`config.mk`:
```
export PLATFORM = sky130hd
export DESIGN_NAME = wbrc_top
export DESIGN_NICKNAME = d
export VERILOG_FILES = /design/src/rtl/wbrc_pkg.sv /design/src/rtl/wbrc_seq_if.sv /design/src/rtl/wbrc_tmr.sv /design/src/rtl/wbrc_top.sv /design/src/rtl/wbrc_wdt.sv
export SDC_FILE = /design/constraint.sdc
export NUM_CORES = 1
export LEC_CHECK = 0
export ABC_AREA = 1
export BUFFER_PORTS_ARGS = -buffer_cell sky130_fd_sc_hd__buf_2
export CAP_MARGIN = 20
export CORE_MARGIN = 2
export CORE_UTILIZATION = 55
export CTS_CLUSTER_SIZE = 14
export DETAILED_ROUTE_END_ITERATION = 12
export PLACE_DENSITY = 0.9
export SLEW_MARGIN = 10
export SYNTH_ARGS = -nofsm -noshare
export SYNTH_HDL_FRONTEND = slang
export SYNTH_SLANG_ARGS = --single-unit
```
`constraint.sdc`:
```
create_clock -name REF_CLK_I -period 5.5 [get_ports REF_CLK_I]
set_clock_uncertainty 0.15 [all_clocks]
set_input_delay 1.1 -clock REF_CLK_I [delete_from_list [all_inputs] [get_ports REF_CLK_I]]
set_output_delay 1.1 -clock REF_CLK_I [all_outputs]
set_load 0.03 [all_outputs]
```
`src/rtl/wbrc_pkg.sv`:
```
// constants shared by the watchdog and bidirectional reset control block
package wbrc_pkg;

  // ----------------------------------------------------------------
  // timing: one clock phase unit equals one reference clock period
  // ----------------------------------------------------------------
  localparam int CLK_PERIOD_NS = 10;
  localparam int PHASE_NS = 10;
  localparam int SEQ_PHASES = 1024;
  localparam int SAMPLE_PHASES = 8;
  localparam int SHORT_PHASES = 4;
  localparam int SEQ_CYC = (SEQ_PHASES * PHASE_NS + CLK_PERIOD_NS - 1) / CLK_PERIOD_NS;
  localparam int SAMPLE_CYC = (SAMPLE_PHASES * PHASE_NS + CLK_PERIOD_NS - 1) / CLK_PERIOD_NS;
  localparam int SHORT_CYC = (SHORT_PHASES * PHASE_NS + CLK_PERIOD_NS - 1) / CLK_PERIOD_NS;
  localparam int TMR_W = 11;

  // ----------------------------------------------------------------
  // configuration and port0 field layout
  // ----------------------------------------------------------------
  localparam int SYSCFG_BIDIR_BIT = 3;
  localparam int PORT0_KEEP_HI = 12;
  localparam int PORT0_KEEP_LO = 8;
  localparam int PORT0_SET_HI = 7;
  localparam int PORT0_SET_LO = 2;
  localparam logic [15:0] PORT0_RESET_VAL = 16'hffff;

  // ----------------------------------------------------------------
  // reset source and sequencer states
  // ----------------------------------------------------------------
  typedef enum logic [1:0] {
    WBRC_SRC_HW = 2'h0,
    WBRC_SRC_SW = 2'h1,
    WBRC_SRC_WDT = 2'h2
  } wbrc_src_t;

  typedef enum logic [6:0] {
    WBRC_RUN = 7'h01,
    WBRC_BUS = 7'h02,
    WBRC_SEQ = 7'h04,
    WBRC_POST = 7'h08,
    WBRC_LONG = 7'h10,
    WBRC_CHK = 7'h20,
    WBRC_ASYN = 7'h40
  } wbrc_state_t;

endpackage

```
`src/rtl/wbrc_seq_if.sv`:
```
// internal carrier between the sequencer, its phase timer and the watchdog
`timescale 1ns/1ns
`default_nettype none
interface wbrc_seq_if;
  import wbrc_pkg::*;
  logic ce;
  logic tmr_load;
  logic [TMR_W-1:0] tmr_len;
  logic tmr_done;
  logic wdt_service;
  logic wdt_disable;
  logic wdt_rearm;
  logic wdt_ovf;

  modport ctl (
    output ce, tmr_load, tmr_len, wdt_service, wdt_disable, wdt_rearm,
    input tmr_done, wdt_ovf
  );
  modport tmr (input ce, tmr_load, tmr_len, output tmr_done);
  modport wdt (input ce, wdt_service, wdt_disable, wdt_rearm, output wdt_ovf);
endinterface
`default_nettype wire

```
`src/rtl/wbrc_tmr.sv`:
```
// phase timer: counts a loaded number of clock phase units, then pulses done
`timescale 1ns/1ns
`default_nettype none
module wbrc_tmr
  import wbrc_pkg::*;
(
  // clock and reset
  input wire logic clk_i,
  input wire logic rst_i,
  // control
  wbrc_seq_if.tmr bus
);

  logic [TMR_W-1:0] cnt_q, cnt_d;

  // -------------------------------------------------------------
  // next count; a reload restarts the period at once
  // -------------------------------------------------------------
  always_comb begin
    cnt_d = cnt_q;
    if (bus.tmr_load) begin
      cnt_d = bus.tmr_len;
    end else if (cnt_q != '0) begin
      cnt_d = cnt_q - 1'b1;
    end
  end

  // registers frozen while the clock enable is low
  always_ff @(posedge clk_i) begin
    if (rst_i) begin
      cnt_q <= '0;
    end else if (bus.ce) begin
      cnt_q <= cnt_d;
    end
  end

  // done shows in the last counted cycle, so a period of n ends exactly n edges after the load
  assign bus.tmr_done = bus.ce & (cnt_q == {{(TMR_W-1){1'b0}}, 1'b1});

endmodule
`default_nettype wire

```
`src/rtl/wbrc_top.sv`:
```
// reset sequencer with watchdog entry, bidirectional reset pin and source flags
`timescale 1ns/1ns
`default_nettype none
module wbrc_top
  import wbrc_pkg::*;
#(
  parameter int WDT_W = 16
) (
  // clock, reset, enable
  input wire logic REF_CLK_I,
  input wire logic SYS_RST_I,
  input wire logic CLK_EN_I,
  // reset pins (filtered reset input is active low)
  input wire logic FILTERED_RESET_INPUT_N_I,
  input wire logic POWERDOWN_RESET_PIN_I,
  output logic RESET_INPUT_PIN_O,
  output logic RESET_INPUT_PIN_OE_O,
  output logic RESET_OUTPUT_PIN_N_O,
  output logic PD_PULLUP_O,
  output logic PD_PULLDOWN_O,
  output logic INTERNAL_RESET_O,
  // software events
  input wire logic SW_RESET_I,
  input wire logic END_OF_INIT_I,
  input wire logic WDT_SERVICE_I,
  input wire logic WDT_DISABLE_I,
  // configuration bits
  input wire logic BIDIR_EN_WR_I,
  input wire logic BIDIR_EN_WDATA_I,
  input wire logic POWERDOWN_PULLUP_CONFIG_I,
  output logic BIDIR_RESET_ENABLE_O,
  // external bus cycle in flight
  input wire logic BUS_CYCLE_ACTIVE_I,
  input wire logic BUS_USES_READY_I,
  input wire logic BUS_WAIT_DONE_I,
  input wire logic BUS_READY_N_I,
  output logic BUS_ABORT_O,
  // port0 configuration latch
  input wire logic [15:0] PORT0_I,
  output logic [15:0] PORT0_LATCH_O,
  // source flags
  input wire logic FLAG_CLR_I,
  output logic FLAG_HW_O,
  output logic FLAG_SW_O,
  output logic FLAG_WDT_O,
  output logic FLAG_LONG_O,
  output logic FLAG_ASYNC_O
);

  // -------------------------------------------------------------
  // helper blocks
  // -------------------------------------------------------------
  wbrc_seq_if sif ();

  wbrc_tmr u_tmr (
    .clk_i(REF_CLK_I),
    .rst_i(SYS_RST_I),
    .bus(sif.tmr)
  );

  wbrc_wdt #(.WDT_W(WDT_W)) u_wdt (
    .clk_i(REF_CLK_I),
    .rst_i(SYS_RST_I),
    .bus(sif.wdt)
  );

  // -------------------------------------------------------------
  // state
  // -------------------------------------------------------------
  wbrc_state_t st_q, st_d;
  wbrc_src_t src_q, src_d;
  logic bidir_q, bidir_d;     // software copy of the enable bit
  logic act_q, act_d;         // enable captured for the running sequence
  logic drive_q, drive_d;     // open drain active on the reset pin
  logic init_done_q, init_done_d;
  logic rout_n_q, rout_n_d;
  logic pullup_q, pullup_d;
  logic pulldn_q, pulldn_d;
  logic abort_q, abort_d;
  logic [15:0] port0_q, port0_d;
  logic irst_q, irst_d;       // internal reset, registered for the output
  logic f_hw_q, f_hw_d, f_sw_q, f_sw_d, f_wdt_q, f_wdt_d;
  logic f_long_q, f_long_d, f_async_q, f_async_d;
  logic rst_low;
  logic start;
  wbrc_src_t start_src;

  assign rst_low = ~FILTERED_RESET_INPUT_N_I;
  assign sif.ce = CLK_EN_I;
  assign sif.wdt_service = WDT_SERVICE_I;
  assign sif.wdt_disable = WDT_DISABLE_I & ~init_done_q;
  assign sif.wdt_rearm = start;

  // -------------------------------------------------------------
  // sequencer next state
  // -------------------------------------------------------------
  always_comb begin
    st_d = st_q;
    src_d = src_q;
    act_d = act_q;
    drive_d = drive_q;
    init_done_d = init_done_q;
    rout_n_d = rout_n_q;
    pullup_d = pullup_q;
    abort_d = 1'b0;
    port0_d = port0_q;
    f_hw_d = f_hw_q & ~FLAG_CLR_I;
    f_sw_d = f_sw_q & ~FLAG_CLR_I;
    f_wdt_d = f_wdt_q & ~FLAG_CLR_I;
    f_long_d = f_long_q & ~FLAG_CLR_I;
    f_async_d = f_async_q & ~FLAG_CLR_I;
    bidir_d = bidir_q;
    start = 1'b0;
    start_src = WBRC_SRC_HW;
    sif.tmr_load = 1'b0;
    sif.tmr_len = TMR_W'(SEQ_CYC);

    // software writes the enable only while initialisation is open
    if (BIDIR_EN_WR_I && !init_done_q && st_q == WBRC_RUN) begin
      bidir_d = BIDIR_EN_WDATA_I;
    end
    // end of init releases the reset output
    if (END_OF_INIT_I && st_q == WBRC_RUN && !init_done_q) begin
      init_done_d = 1'b1;
      rout_n_d = 1'b1;
    end

    case (st_q)
      WBRC_RUN: begin
        if (rst_low) begin
          start = 1'b1;
          start_src = WBRC_SRC_HW;
        end else if (SW_RESET_I) begin
          start = 1'b1;
          start_src = WBRC_SRC_SW;
        end else if (sif.wdt_ovf) begin
          if (BUS_CYCLE_ACTIVE_I) begin
            st_d = WBRC_BUS;
          end else begin
            start = 1'b1;
            start_src = WBRC_SRC_WDT;
          end
        end
      end
      WBRC_BUS: begin
        // cycles without READY, or READY low after wait states, finish normally
        if (!BUS_CYCLE_ACTIVE_I) begin
          start = 1'b1;
          start_src = WBRC_SRC_WDT;
        end else if (BUS_USES_READY_I && BUS_WAIT_DONE_I && BUS_READY_N_I) begin
          abort_d = 1'b1;
          start = 1'b1;
          start_src = WBRC_SRC_WDT;
        end
      end
      WBRC_SEQ: begin
        if (src_q == WBRC_SRC_HW && rst_low && !POWERDOWN_RESET_PIN_I) begin
          st_d = WBRC_ASYN;
          f_async_d = 1'b1;
        end else if (src_q != WBRC_SRC_HW && !POWERDOWN_RESET_PIN_I) begin
          drive_d = 1'b0;
        end
        if (sif.tmr_done) begin
          drive_d = 1'b0;
          if (POWERDOWN_PULLUP_CONFIG_I) begin
            pullup_d = 1'b1;
          end
          if (src_q == WBRC_SRC_HW) begin
            st_d = WBRC_POST;
            sif.tmr_load = 1'b1;
            sif.tmr_len = TMR_W'(SAMPLE_CYC);
          end else begin
            // port0 upper config bits kept, lower ones forced high
            port0_d[PORT0_KEEP_HI:PORT0_KEEP_LO] = PORT0_I[PORT0_KEEP_HI:PORT0_KEEP_LO];
            port0_d[PORT0_SET_HI:PORT0_SET_LO] = '1;
            st_d = act_q ? WBRC_CHK : WBRC_RUN;
            sif.tmr_load = act_q;
            sif.tmr_len = TMR_W'(SHORT_CYC);
          end
        end
      end
      WBRC_POST: begin
        if (sif.tmr_done) begin
          if (rst_low) begin
            st_d = WBRC_LONG;
            f_long_d = 1'b1;
          end else begin
            port0_d = PORT0_I;
            st_d = WBRC_RUN;
          end
        end
      end
      WBRC_LONG, WBRC_ASYN: begin
        // held until the filtered input rises again
        if (!rst_low) begin
          port0_d = PORT0_I;
          if (POWERDOWN_PULLUP_CONFIG_I) begin
            pullup_d = 1'b1;
          end
          drive_d = 1'b0;
          st_d = WBRC_RUN;
        end
      end
      WBRC_CHK: begin
        // device already runs; a lingering low turns into a hardware reset
        if (!rst_low) begin
          st_d = WBRC_RUN;
        end else if (sif.tmr_done) begin
          start = 1'b1;
          start_src = WBRC_SRC_HW;
        end
      end
      default: begin
        st_d = WBRC_RUN;
      end
    endcase

    // common entry into the internal sequence
    if (start) begin
      st_d = WBRC_SEQ;
      src_d = start_src;
      sif.tmr_load = 1'b1;
      sif.tmr_len = TMR_W'(SEQ_CYC);
      act_d = bidir_q | (act_q & st_q == WBRC_CHK);
      bidir_d = 1'b0;
      // software and watchdog drive only with powerdown pin high
      drive_d = (bidir_q | (act_q & st_q == WBRC_CHK)) &
                (start_src == WBRC_SRC_HW | POWERDOWN_RESET_PIN_I);
      if (start_src == WBRC_SRC_HW && !POWERDOWN_RESET_PIN_I) begin
        st_d = WBRC_ASYN;
        f_async_d = 1'b1;
      end
      init_done_d = 1'b0;
      rout_n_d = 1'b0;
      pullup_d = 1'b0;
      // latest source replaces older ones, set wins over clear
      f_hw_d = (start_src == WBRC_SRC_HW);
      f_sw_d = (start_src == WBRC_SRC_SW);
      f_wdt_d = (start_src == WBRC_SRC_WDT);
      f_long_d = 1'b0;
      f_async_d = (start_src == WBRC_SRC_HW) & ~POWERDOWN_RESET_PIN_I;
    end

    // pulldown follows the reset pin level, ours or the outside driver's
    pulldn_d = rst_low | drive_d;
    // internal reset spans the sequence and every held state after it
    irst_d = (st_d == WBRC_SEQ) | (st_d == WBRC_POST) |
             (st_d == WBRC_LONG) | (st_d == WBRC_ASYN);
  end

  // -------------------------------------------------------------
  // registers; all state frozen while the clock enable is low
  // -------------------------------------------------------------
  always_ff @(posedge REF_CLK_I) begin
    if (SYS_RST_I) begin
      st_q <= WBRC_RUN;
      src_q <= WBRC_SRC_HW;
      bidir_q <= 1'b0;
      act_q <= 1'b0;
      drive_q <= 1'b0;
      init_done_q <= 1'b0;
      rout_n_q <= 1'b0;
      pullup_q <= 1'b0;
      pulldn_q <= 1'b0;
      abort_q <= 1'b0;
      port0_q <= PORT0_RESET_VAL;
      irst_q <= 1'b0;
      f_hw_q <= 1'b1;
      f_sw_q <= 1'b0;
      f_wdt_q <= 1'b0;
      f_long_q <= 1'b0;
      f_async_q <= 1'b0;
    end else if (CLK_EN_I) begin
      st_q <= st_d;
      src_q <= src_d;
      bidir_q <= bidir_d;
      act_q <= act_d;
      drive_q <= drive_d;
      init_done_q <= init_done_d;
      rout_n_q <= rout_n_d;
      pullup_q <= pullup_d;
      pulldn_q <= pulldn_d;
      abort_q <= abort_d;
      port0_q <= port0_d;
      irst_q <= irst_d;
      f_hw_q <= f_hw_d;
      f_sw_q <= f_sw_d;
      f_wdt_q <= f_wdt_d;
      f_long_q <= f_long_d;
      f_async_q <= f_async_d;
    end
  end

  // -------------------------------------------------------------
  // outputs, all from flip-flops except the constant RESET_INPUT_PIN_O
  // -------------------------------------------------------------
  assign RESET_INPUT_PIN_O = 1'b0; // open drain only ever pulls low
  assign RESET_INPUT_PIN_OE_O = drive_q;
  assign RESET_OUTPUT_PIN_N_O = rout_n_q;
  assign PD_PULLUP_O = pullup_q;
  assign PD_PULLDOWN_O = pulldn_q;
  assign INTERNAL_RESET_O = irst_q;
  assign BIDIR_RESET_ENABLE_O = bidir_q;
  assign BUS_ABORT_O = abort_q;
  assign PORT0_LATCH_O = port0_q;
  assign FLAG_HW_O = f_hw_q;
  assign FLAG_SW_O = f_sw_q;
  assign FLAG_WDT_O = f_wdt_q;
  assign FLAG_LONG_O = f_long_q;
  assign FLAG_ASYNC_O = f_async_q;

endmodule
`default_nettype wire

```
`src/rtl/wbrc_wdt.sv`:
```
// watchdog counter: overflows unless disabled early or serviced in time
`timescale 1ns/1ns
`default_nettype none
module wbrc_wdt
  import wbrc_pkg::*;
#(
  parameter int WDT_W = 16
) (
  // clock and reset
  input wire logic clk_i,
  input wire logic rst_i,
  // control
  wbrc_seq_if.wdt bus
);

  logic [WDT_W-1:0] cnt_q, cnt_d;
  logic off_q, off_d;
  logic ovf_q, ovf_d;

  // -------------------------------------------------------------
  // count up; a reset sequence rearms the dog and zeroes the count
  // -------------------------------------------------------------
  always_comb begin
    cnt_d = cnt_q;
    off_d = off_q;
    ovf_d = 1'b0;
    if (bus.wdt_rearm) begin
      cnt_d = '0;
      off_d = 1'b0;
    end else if (bus.wdt_disable) begin
      off_d = 1'b1;
    end else if (bus.wdt_service) begin
      cnt_d = '0;
    end else if (!off_q) begin
      cnt_d = cnt_q + 1'b1;
      ovf_d = (cnt_q == '1);
    end
  end

  always_ff @(posedge clk_i) begin
    if (rst_i) begin
      cnt_q <= '0;
      off_q <= 1'b0;
      ovf_q <= 1'b0;
    end else if (bus.ce) begin
      cnt_q <= cnt_d;
      off_q <= off_d;
      ovf_q <= ovf_d;
    end
  end

  assign bus.wdt_ovf = ovf_q & bus.ce;

endmodule
`default_nettype wire

```
==> Word-level counts from Yosys, hierarchy flattened <==
Index checks and enable logic that the tools add are counted.
Widths: inputs -> output; s select.
{ "word_totals": {"reg_bits": 67, "latch_bits": 0, "ram_bits": 0, "mem_bits_ro": 0, "in_bits": 33, "out_inout_bits": 29, "word_cells": 184, "n_memories": 0} }
{ "op_classes": {"n_addsub": 2, "n_mul": 0, "n_div": 0, "magnitude_cmp": 0, "n_eq_ne": 22, "n_shift": 0, "mux": 84, "n_bitwise": 21, "reduce_logical": 34} }
{ "op_table": {"columns": ["cell", "n"], "rows": [
  ["$mux 16", 6],
  ["$mux 11", 7],
  ["$mux 7", 10],
  ["$mux 1", 43],
  ["$pmux 7 s5", 1],
  ["$pmux 11 s3", 1],
  ["$add 16x1->16 const B", 1],
  ["$eq 16x16->1 const B", 1],
  ["$eq 7x3->1 const B", 2],
  ["$eq 7x4->1 const B", 2],
  ["$eq 7x5->1 const B", 2],
  ["$eq 7x7->1 const B", 2],
  ["$mux 2", 6],
  ["$mux 6", 2],
  ["$reduce_bool 2->1", 6],
  ["$and 1x1->1", 11],
  ["$eq 11x1->1 const B", 1],
  ["$reduce_bool 11->1", 1],
  ["$sub 11x1->11 const B", 1],
  ["$logic_and 1x1->1", 10],
  ["$reduce_and 2->1", 5],
  ["$ne 3x3->1 const B", 3],
  ["$pmux 2 s2", 2],
  ["$eq 7x1->1 const B", 1],
  ["21 further kinds", 36]
]} }

==> Depth between registers and ports, before layout <==
Gate-level depths: netlist of run 1.
{ "logic_depth": {"ltp_word": 13, "depth_mapped": 13, "depth_no_buf": 12} }

==> Modules after synthesis <==
Synthesis of run 1 repeated with hierarchy kept, for this count alone.
{ "unflattened": {"cells_unflattened": 619, "area_unflattened_um2": 3947.5} }
{ "modules_own_cells": {"columns": ["module", "n_inst", "cells_per_inst", "area_each_um2", "seq_area_each_um2"], "rows": [
  ["wbrc_top", 1, 321, 2128.3, 760.7],
  ["wbrc_wdt", 1, 173, 1039.7, 360.3],
  ["wbrc_tmr", 1, 125, 779.5, 220.2]
]} }

==> Least setup slack after synthesis of run 1 <==
OpenSTA, ideal clock, no wires.
{ "synth_path": {"kind": "input to register", "startpoint": "input FILTERED_RESET_INPUT_N_I", "endpoint": "register u_wdt.cnt_q[0]", "setup_time_ps": 115, "arrival_time_ps": 2201, "required_time_ps": 5235, "setup_slack_ps": 3034, "path_stages": 10, "path_buffers": 1, "path_cell_list": "inv_1 nor2_1 nand2_1 nand3_1 nand2_1 inv_2 nand4_2 buf_4 a21oi_1 nor2_1"} }
{ "synth_via": {"elab_chain_cells": 4, "elab_cells_between_ends": 7, "cone_classes": "2 x eq/ne; 4 x mux; 1 x reduce/logical"} }
{ "synth_rtl": {"columns": ["element", "line", "rtl"], "rows": [
  ["start, declared", "wbrc_top.sv:14", "input wire logic FILTERED_RESET_INPUT_N_I,"],
  ["$mux 1, on equally long branches", "wbrc_top.sv:206, wbrc_top.sv:130", null],
  ["$pmux 1 s3 (*)", "wbrc_top.sv:128", "case (st_q)"],
  ["$ne 3x3->1 (no source line) or $ne 2x1->1 (tied branches)", null, null],
  ["$reduce_and 3->1 (no source line)", null, null],
  ["end signal, assigned", "wbrc_wdt.sv:46", "cnt_q <= cnt_d;"],
  ["end, declared", "wbrc_wdt.sv:16", "logic [WDT_W-1:0] cnt_q, cnt_d;"]
]} }
Every way passes the cells marked *; elsewhere a longest branch is shown, timed or not.
A chain may end at the register's enable or synchronous reset.

==> Worst setup path after layout of run 1 <==
{ "layout_path": {"startpoint": "input CLK_EN_I", "endpoint": "register port0_q[2], in the netlist PORT0_LATCH_O[2]"} }
{ "layout_via": {"elab_chain_cells": 3, "elab_cells_between_ends": 4, "cone_classes": "2 x eq/ne; 1 x bitwise; 1 x reduce/logical"} }
{ "layout_rtl": {"columns": ["element", "line", "rtl"], "rows": [
  ["start, declared", "wbrc_top.sv:12", "input wire logic CLK_EN_I,"],
  ["$and 1x1->1", "wbrc_tmr.sv:38", "assign bus.tmr_done = bus.ce & (cnt_q == {{(TMR_W-1){1'b0}}, 1'b1});"],
  ["$ne 2x2->1 (no source line)", null, null],
  ["$reduce_and 5->1 (no source line) (*)", null, null],
  ["end signal, assigned", "wbrc_top.sv:284", "port0_q <= port0_d;"],
  ["end, declared", "wbrc_top.sv:80", "logic [15:0] port0_q, port0_d;"]
]} }
Marked as above.

==> impl_metrics.ini, run 1 <==
[detailed_routing]
avg_wl_per_cell_microns = 14.0
dr_total_vias = 4336
detailedRoute.firstPassIterationCount = 5
detail_route.wirelength_microns = 10600
drt-initial-drc-count = 389
drc = 0
per_cell_via_count_in_the_routed_design = 5.72
route.antenna.remaining_nets = 0

[yosys]
synthesis.area_per_instance_sq_um = 6.42
total_of_flip_flops_plus_latches_after_synthesis = 67
post_synth_net_total = 643
post-synth-top-count-cell = sky130_fd_sc_hd__nand2_1
synth.distinct_cells = 40
synth_sequential_area_ratio_pct = 34.5
post-synth-top-area-cell = sky130_fd_sc_hd__dfxtp_1
asyncSetResetFlopFracSynth_pct = 0
synthDominantCellAreaShare_pct = 34.5
synth_enable_flop_cells = 0
synthCells = 606
synth-warning-count = 0
syn-cell-area_sq_mm = 0.00389
synth-main-ff-cell = sky130_fd_sc_hd__dfxtp_1
synth.cells.most_frequent = sky130_fd_sc_hd__nand2_1, sky130_fd_sc_hd__nor2_1, sky130_fd_sc_hd__nand3_1, sky130_fd_sc_hd__dfxtp_1, sky130_fd_sc_hd__inv_1
ys_top_cells_by_area = sky130_fd_sc_hd__dfxtp_1, sky130_fd_sc_hd__nand2_1, sky130_fd_sc_hd__nand3_1

[clock_network]
cts_hold_repair.buffers = 0
cts_tree = done
clock_tree.htree_level_count = 3
clock_path_buffers = 2
post_cts_buffers = 0
post_cts_resize_count = 0
tritoncts_num_sinks = 67
cts-buffers-inserted = 9
clkSlewWorstSetupHoldPaths_ns = 0.08
worst_skew_late_latency_ns = 0.36
clock_tree.root_cell = sky130_fd_sc_hd__clkbuf_8

[floorplanning]
initial_utilization_pct = 57.0
die_h_microns = 88.1
fp.dieW_microns = 88.1
io_pins = 62
design.die.area_sq_mm = 0.00776
placement_rows = 30
core_outline_area_sq_mm = 0.00683

[setup_path]
critPathBufInv = 3
critical-path-top-delay-family = simple AND/OR/NAND/NOR gates
worstSetupStartpointType = input port
timing_worst_setup_path_type = in -> reg
worst-path-max-fanout = 42
crit_slowest_cell = sky130_fd_sc_hd__nand4_1
timing.critical_path.slowest_cell_delay_ns = 0.43
path_cells = buf_2, buf_4, nand2_1, nor3_4, nand2_1, nand2_1, nand4_1, inv_1, o21ai_0, nand2_1
crit_arrival_ns = 3.45
crit_path_end_kind = flip-flop
required_ns = 5.65
cpMostUsedCell = sky130_fd_sc_hd__nand2_1

[global_route]
grt.overflow.total = 0
number_of_global_route_vias_before_repair = 4060
grt_start_max_net_pins = 43
grt_pass1_wl_microns = 17600
initial_antenna_violation_count = 0
globalRouteTotalUtil_pct = 28.4

[timing]
final-hold-violation-count = 0
rsz0062_at_grt = false
clock.fmax_mhz = 303
post-route-worst-setup-slack_ns = 2.20
slew_viol_final = 0
final_period_minus_worst_setup_slack_ns = 3.30
worst-slew-pin-transition_ns = 0.971
setup-violations-final = 0
max_slew_margin_pct = 34.8
layout_worst_path_cycle_share_pct = 59.9
fin_setup_tns_ns = 0

[place]
dp_hpwl_microns = 7420
gp_congestion = 0.904
worst_slack_at_placement_ns = 1.91
io_buffers = 60

[outcome]
outcome = finished clean

[power_and_ir_drop]
static-leakage-power_nw = 2.01
p_per_area_mw_per_mm2 = 373
max-vdd-ir-drop_uv = 178

[final_layout]
number_of_antenna_repair_diodes = 0
nets = 695
filler_cell_count = 604
post_route_cells_drive_above_1_share_pct = 14.4
syn_to_final_growth_pct = 14.4

[min_path]
worstHoldPathType = reg -> reg

[job]
max_cap_viol_count = 0
==> cells in the final DEF (no fill, tap or decap), types with 5 or more instances in the layout <==
| cell | instances |
|---|---|
| sky130_fd_sc_hd__a21oi_1 | 43 |
| sky130_fd_sc_hd__buf_2 | 60 |
| sky130_fd_sc_hd__clkbuf_8 | 9 |
| sky130_fd_sc_hd__dfxtp_1 | 67 |
| sky130_fd_sc_hd__inv_1 | 53 |
| sky130_fd_sc_hd__nand2_1 | 147 |
| sky130_fd_sc_hd__nand2_4 | 5 |
| sky130_fd_sc_hd__nand3_1 | 83 |
| sky130_fd_sc_hd__nand4_1 | 13 |
| sky130_fd_sc_hd__nor2_1 | 84 |
| sky130_fd_sc_hd__nor3_1 | 7 |
| sky130_fd_sc_hd__o21ai_0 | 30 |
| sky130_fd_sc_hd__o21bai_1 | 7 |
| sky130_fd_sc_hd__xor2_1 | 7 |
==> final timing paths <==
kind | slack, ns | to | depth (start not counted) | startpoint
hold reg to reg | 0.31 | PORT0_LATCH_O[0] | 2 | PORT0_LATCH_O[0]
setup reg to reg | 2.87 | PORT0_LATCH_O[2] | 9 | u_tmr.cnt_q[0]
hold / removal | 0.31 | PORT0_LATCH_O[0] | 2 | PORT0_LATCH_O[0]
setup / recovery | 2.20 | PORT0_LATCH_O[2] | 10 | CLK_EN_I
==> tightest hold or removal path, stage by stage (launching register included) <==
cell and delay [ns]:
sky130_fd_sc_hd__dfxtp_1 0.33, sky130_fd_sc_hd__nand2_1 0.05, sky130_fd_sc_hd__nand3_1 0.05
==> power by group <==
| group | switching (W) | internal, W | total [W] |
|---|---|---|---|
| registers | 0.0000617 | 0.000540 | 0.000602 |
| clock network | 0.000202 | 0.000300 | 0.000502 |
| logic | 0.000367 | 0.000189 | 0.000556 |
==> layer usage <==
layer / up-vias / wire length [microns] / track usage (%)
met2: 173 / 5350 / 49.2
li1: 2103 / - / -
met4: 0 / 247 / 12.1
met5: - / 0 / 0
met1: 2022 / 4370 / 33.7
met3: 38 / 624 / 6.60
==> layout make-up <==
type                            instances  area (sq um)  share of cell area (%)
Multi-Input combinational cell        461          2230                    50.0
Sequential cell                        67          1340                    30.1
Timing Repair Buffer                   61           308                    6.91
Inverter                               58           218                    4.89
Clock buffer                            9           124                    2.78
Tap cell                               96           120                    2.70
Clock inverter                          6           115                    2.58
==> cells by family (layout without fill, tap and decap cells) <==
group,Yosys count,in the layout,share of synthesized area [%]
xor gates and xnor gates,8,8,1.80
other,1,1,0.0964
DFF,67,67,34.5
and+or+nand+nor,353,353,40.6
buffers and inverters,78,134,8.30
adders and majority gates,4,4,1.29
AOI/OAI and AO/OA,95,95,13.5
==> sequential cells by signal, summed over array words and instances, names as in the netlist, 2 cells and up <==
register and cells:
src_q 2, u_wdt.cnt_q 16, u_tmr.cnt_q 11, PORT0_LATCH_O 16
st_q 7
==> through the flow <==
stage                     util (%)  power [W]  hold slack, ns  area [sq um]  cells
after floorplan                  -    0.00103           0.302          3890    606
after global placement        61.7    0.00113           0.290          4210    743
after detailed placement      61.7    0.00115           0.301          4210    743
after CTS                     65.2    0.00165           0.318          4450    758
after global routing          65.2    0.00176           0.350          4450    758
final                         65.2    0.00166           0.311          4450    758
(Power assumes the default switching activity.)
==> run 2, diff against run 1 <==
clock period = 3.4 ns   (was 5.5 ns; I/O delays follow)
==> impl_metrics.ini, run 2 (synthesized netlist as in run 1, its figures left out) <==
[outcome]
outcome = finished clean

[setup_path]
worst-path-max-fanout = 12
timing_worst_setup_path_type = reg -> reg
required_ns = 3.55
worstSetupStartpointType = flip-flop
crit_arrival_ns = 2.73
crit_path_end_kind = flip-flop

[clock_network]
cts-buffers-inserted = 9
post_cts_resize_count = 0
clock_tree.root_cell = sky130_fd_sc_hd__clkbuf_8
cts_hold_repair.buffers = 0
cts_tree = done
tritoncts_num_sinks = 67
post_cts_buffers = 0
worst_skew_late_latency_ns = 0.36
clock_path_buffers = 2
clock_tree.htree_level_count = 3
clkSlewWorstSetupHoldPaths_ns = 0.08

[final_layout]
syn_to_final_growth_pct = 15.5
post_route_cells_drive_above_1_share_pct = 14.6
final_common_cell = sky130_fd_sc_hd__nand2_1
nets = 697
final_cell_mix = sky130_fd_sc_hd__nand2_1, sky130_fd_sc_hd__nor2_1, sky130_fd_sc_hd__nand3_1, sky130_fd_sc_hd__dfxtp_1, sky130_fd_sc_hd__buf_2
number_of_antenna_repair_diodes = 0

[floorplanning]
design.die.area_sq_mm = 0.00776
placement_rows = 30
die_h_microns = 88.1
fp.dieW_microns = 88.1
core_outline_area_sq_mm = 0.00683
initial_utilization_pct = 57.0
io_pins = 62

[global_route]
grt.overflow.total = 0
grt_pass1_wl_microns = 17100
number_of_global_route_vias_before_repair = 3963
globalRouteTotalUtil_pct = 27.8
initial_antenna_violation_count = 0
grt_start_max_net_pins = 41

[detailed_routing]
detailedRoute.firstPassIterationCount = 7
highest_layer = met4
detail_route.wirelength.met1_microns = 4260
drc = 0
dr_total_vias = 4352
met2WireLength_microns = 5330
dr_wl_met3_microns = 837
drt-initial-drc-count = 459
per_cell_via_count_in_the_routed_design = 5.72
avg_wl_per_cell_microns = 14.1
route.antenna.remaining_nets = 0
detail_route.wirelength_microns = 10700

[power_and_ir_drop]
max-vdd-ir-drop_uv = 337
p_per_area_mw_per_mm2 = 615
power.total_w = 0.00276
static-leakage-power_nw = 2.04

[place]
gp_congestion = 0.938
dp_hpwl_microns = 7460
io_buffers = 60

[timing]
clock.fmax_mhz = 389
setup-violations-final = 0
max_slew_margin_pct = 49.0
fin_setup_tns_ns = 0
layout_worst_path_cycle_share_pct = 75.7
worst-slew-pin-transition_ns = 0.760
rsz0062_at_grt = false
slew_viol_final = 0
final_period_minus_worst_setup_slack_ns = 2.57
final-hold-violation-count = 0

[min_path]
worstHoldPathType = reg -> reg

[job]
max_cap_viol_count = 0
[run 2: final timing paths]
kind	from	to	slack, ns	cells past startpoint
worst max-delay path	u_tmr.cnt_q[0]	PORT0_LATCH_O[3]	0.83	9
worst min-delay path	PORT0_LATCH_O[13]	PORT0_LATCH_O[13]	0.31	2
worst max register to register	u_tmr.cnt_q[0]	PORT0_LATCH_O[3]	0.83	9
worst min register to register	PORT0_LATCH_O[13]	PORT0_LATCH_O[13]	0.31	2
[run 2: worst max-delay path: stages (launching register included)]
cell                      delay (ns)
sky130_fd_sc_hd__dfxtp_1        0.42
sky130_fd_sc_hd__ha_1           0.18
sky130_fd_sc_hd__nand2_1        0.08
sky130_fd_sc_hd__nor3_4         0.23
sky130_fd_sc_hd__nand2_1        0.21
sky130_fd_sc_hd__nand2_1        0.16
sky130_fd_sc_hd__nand4_1        0.42
sky130_fd_sc_hd__inv_1          0.43
sky130_fd_sc_hd__o21ai_0        0.15
sky130_fd_sc_hd__nand2_1        0.09
[run 2: stage by stage]
| stage | setup slack (ns) | hold WS, ns | cells | util (%) | cell area (sq um) |
|---|---|---|---|---|---|
| after global placement | 0.729 | 0.285 | 745 | 61.9 | 4230 |
| final | 0.828 | 0.306 | 761 | 65.8 | 4490 |
| after floorplan | 1.35 | 0.302 | 606 | - | 3890 |
| after global routing | 0.544 | 0.327 | 761 | 65.8 | 4490 |
| after CTS | 0.860 | 0.309 | 761 | 65.8 | 4490 |
| after detailed placement | 0.628 | 0.291 | 745 | 61.9 | 4230 |
[run 2: power by group]
part           switching (W)  total (W)  internal (W)
clock network       0.000329   0.000894      0.000564
logic               0.000591   0.000898      0.000307
registers          0.0000971   0.000971      0.000874
total                0.00102    0.00276       0.00175
[run 2: cell type report]
cell class / count / area [sq um]
clock buffer: 10 / 128
clock inverter: 6 / 138
fill: 579 / 2340
inverter: 58 / 218
multi-input combinational: 461 / 2230
sequential: 67 / 1340
tap: 96 / 120
timing repair buffer: 63 / 323
[run 2: routing by layer]
layer / track usage [%] / vias up
met4: 16.0 / 0
met3: 5.18 / 34
li1: - / 2102
met1: 32.5 / 1983
met2: 47.5 / 233
met5: 0 / -
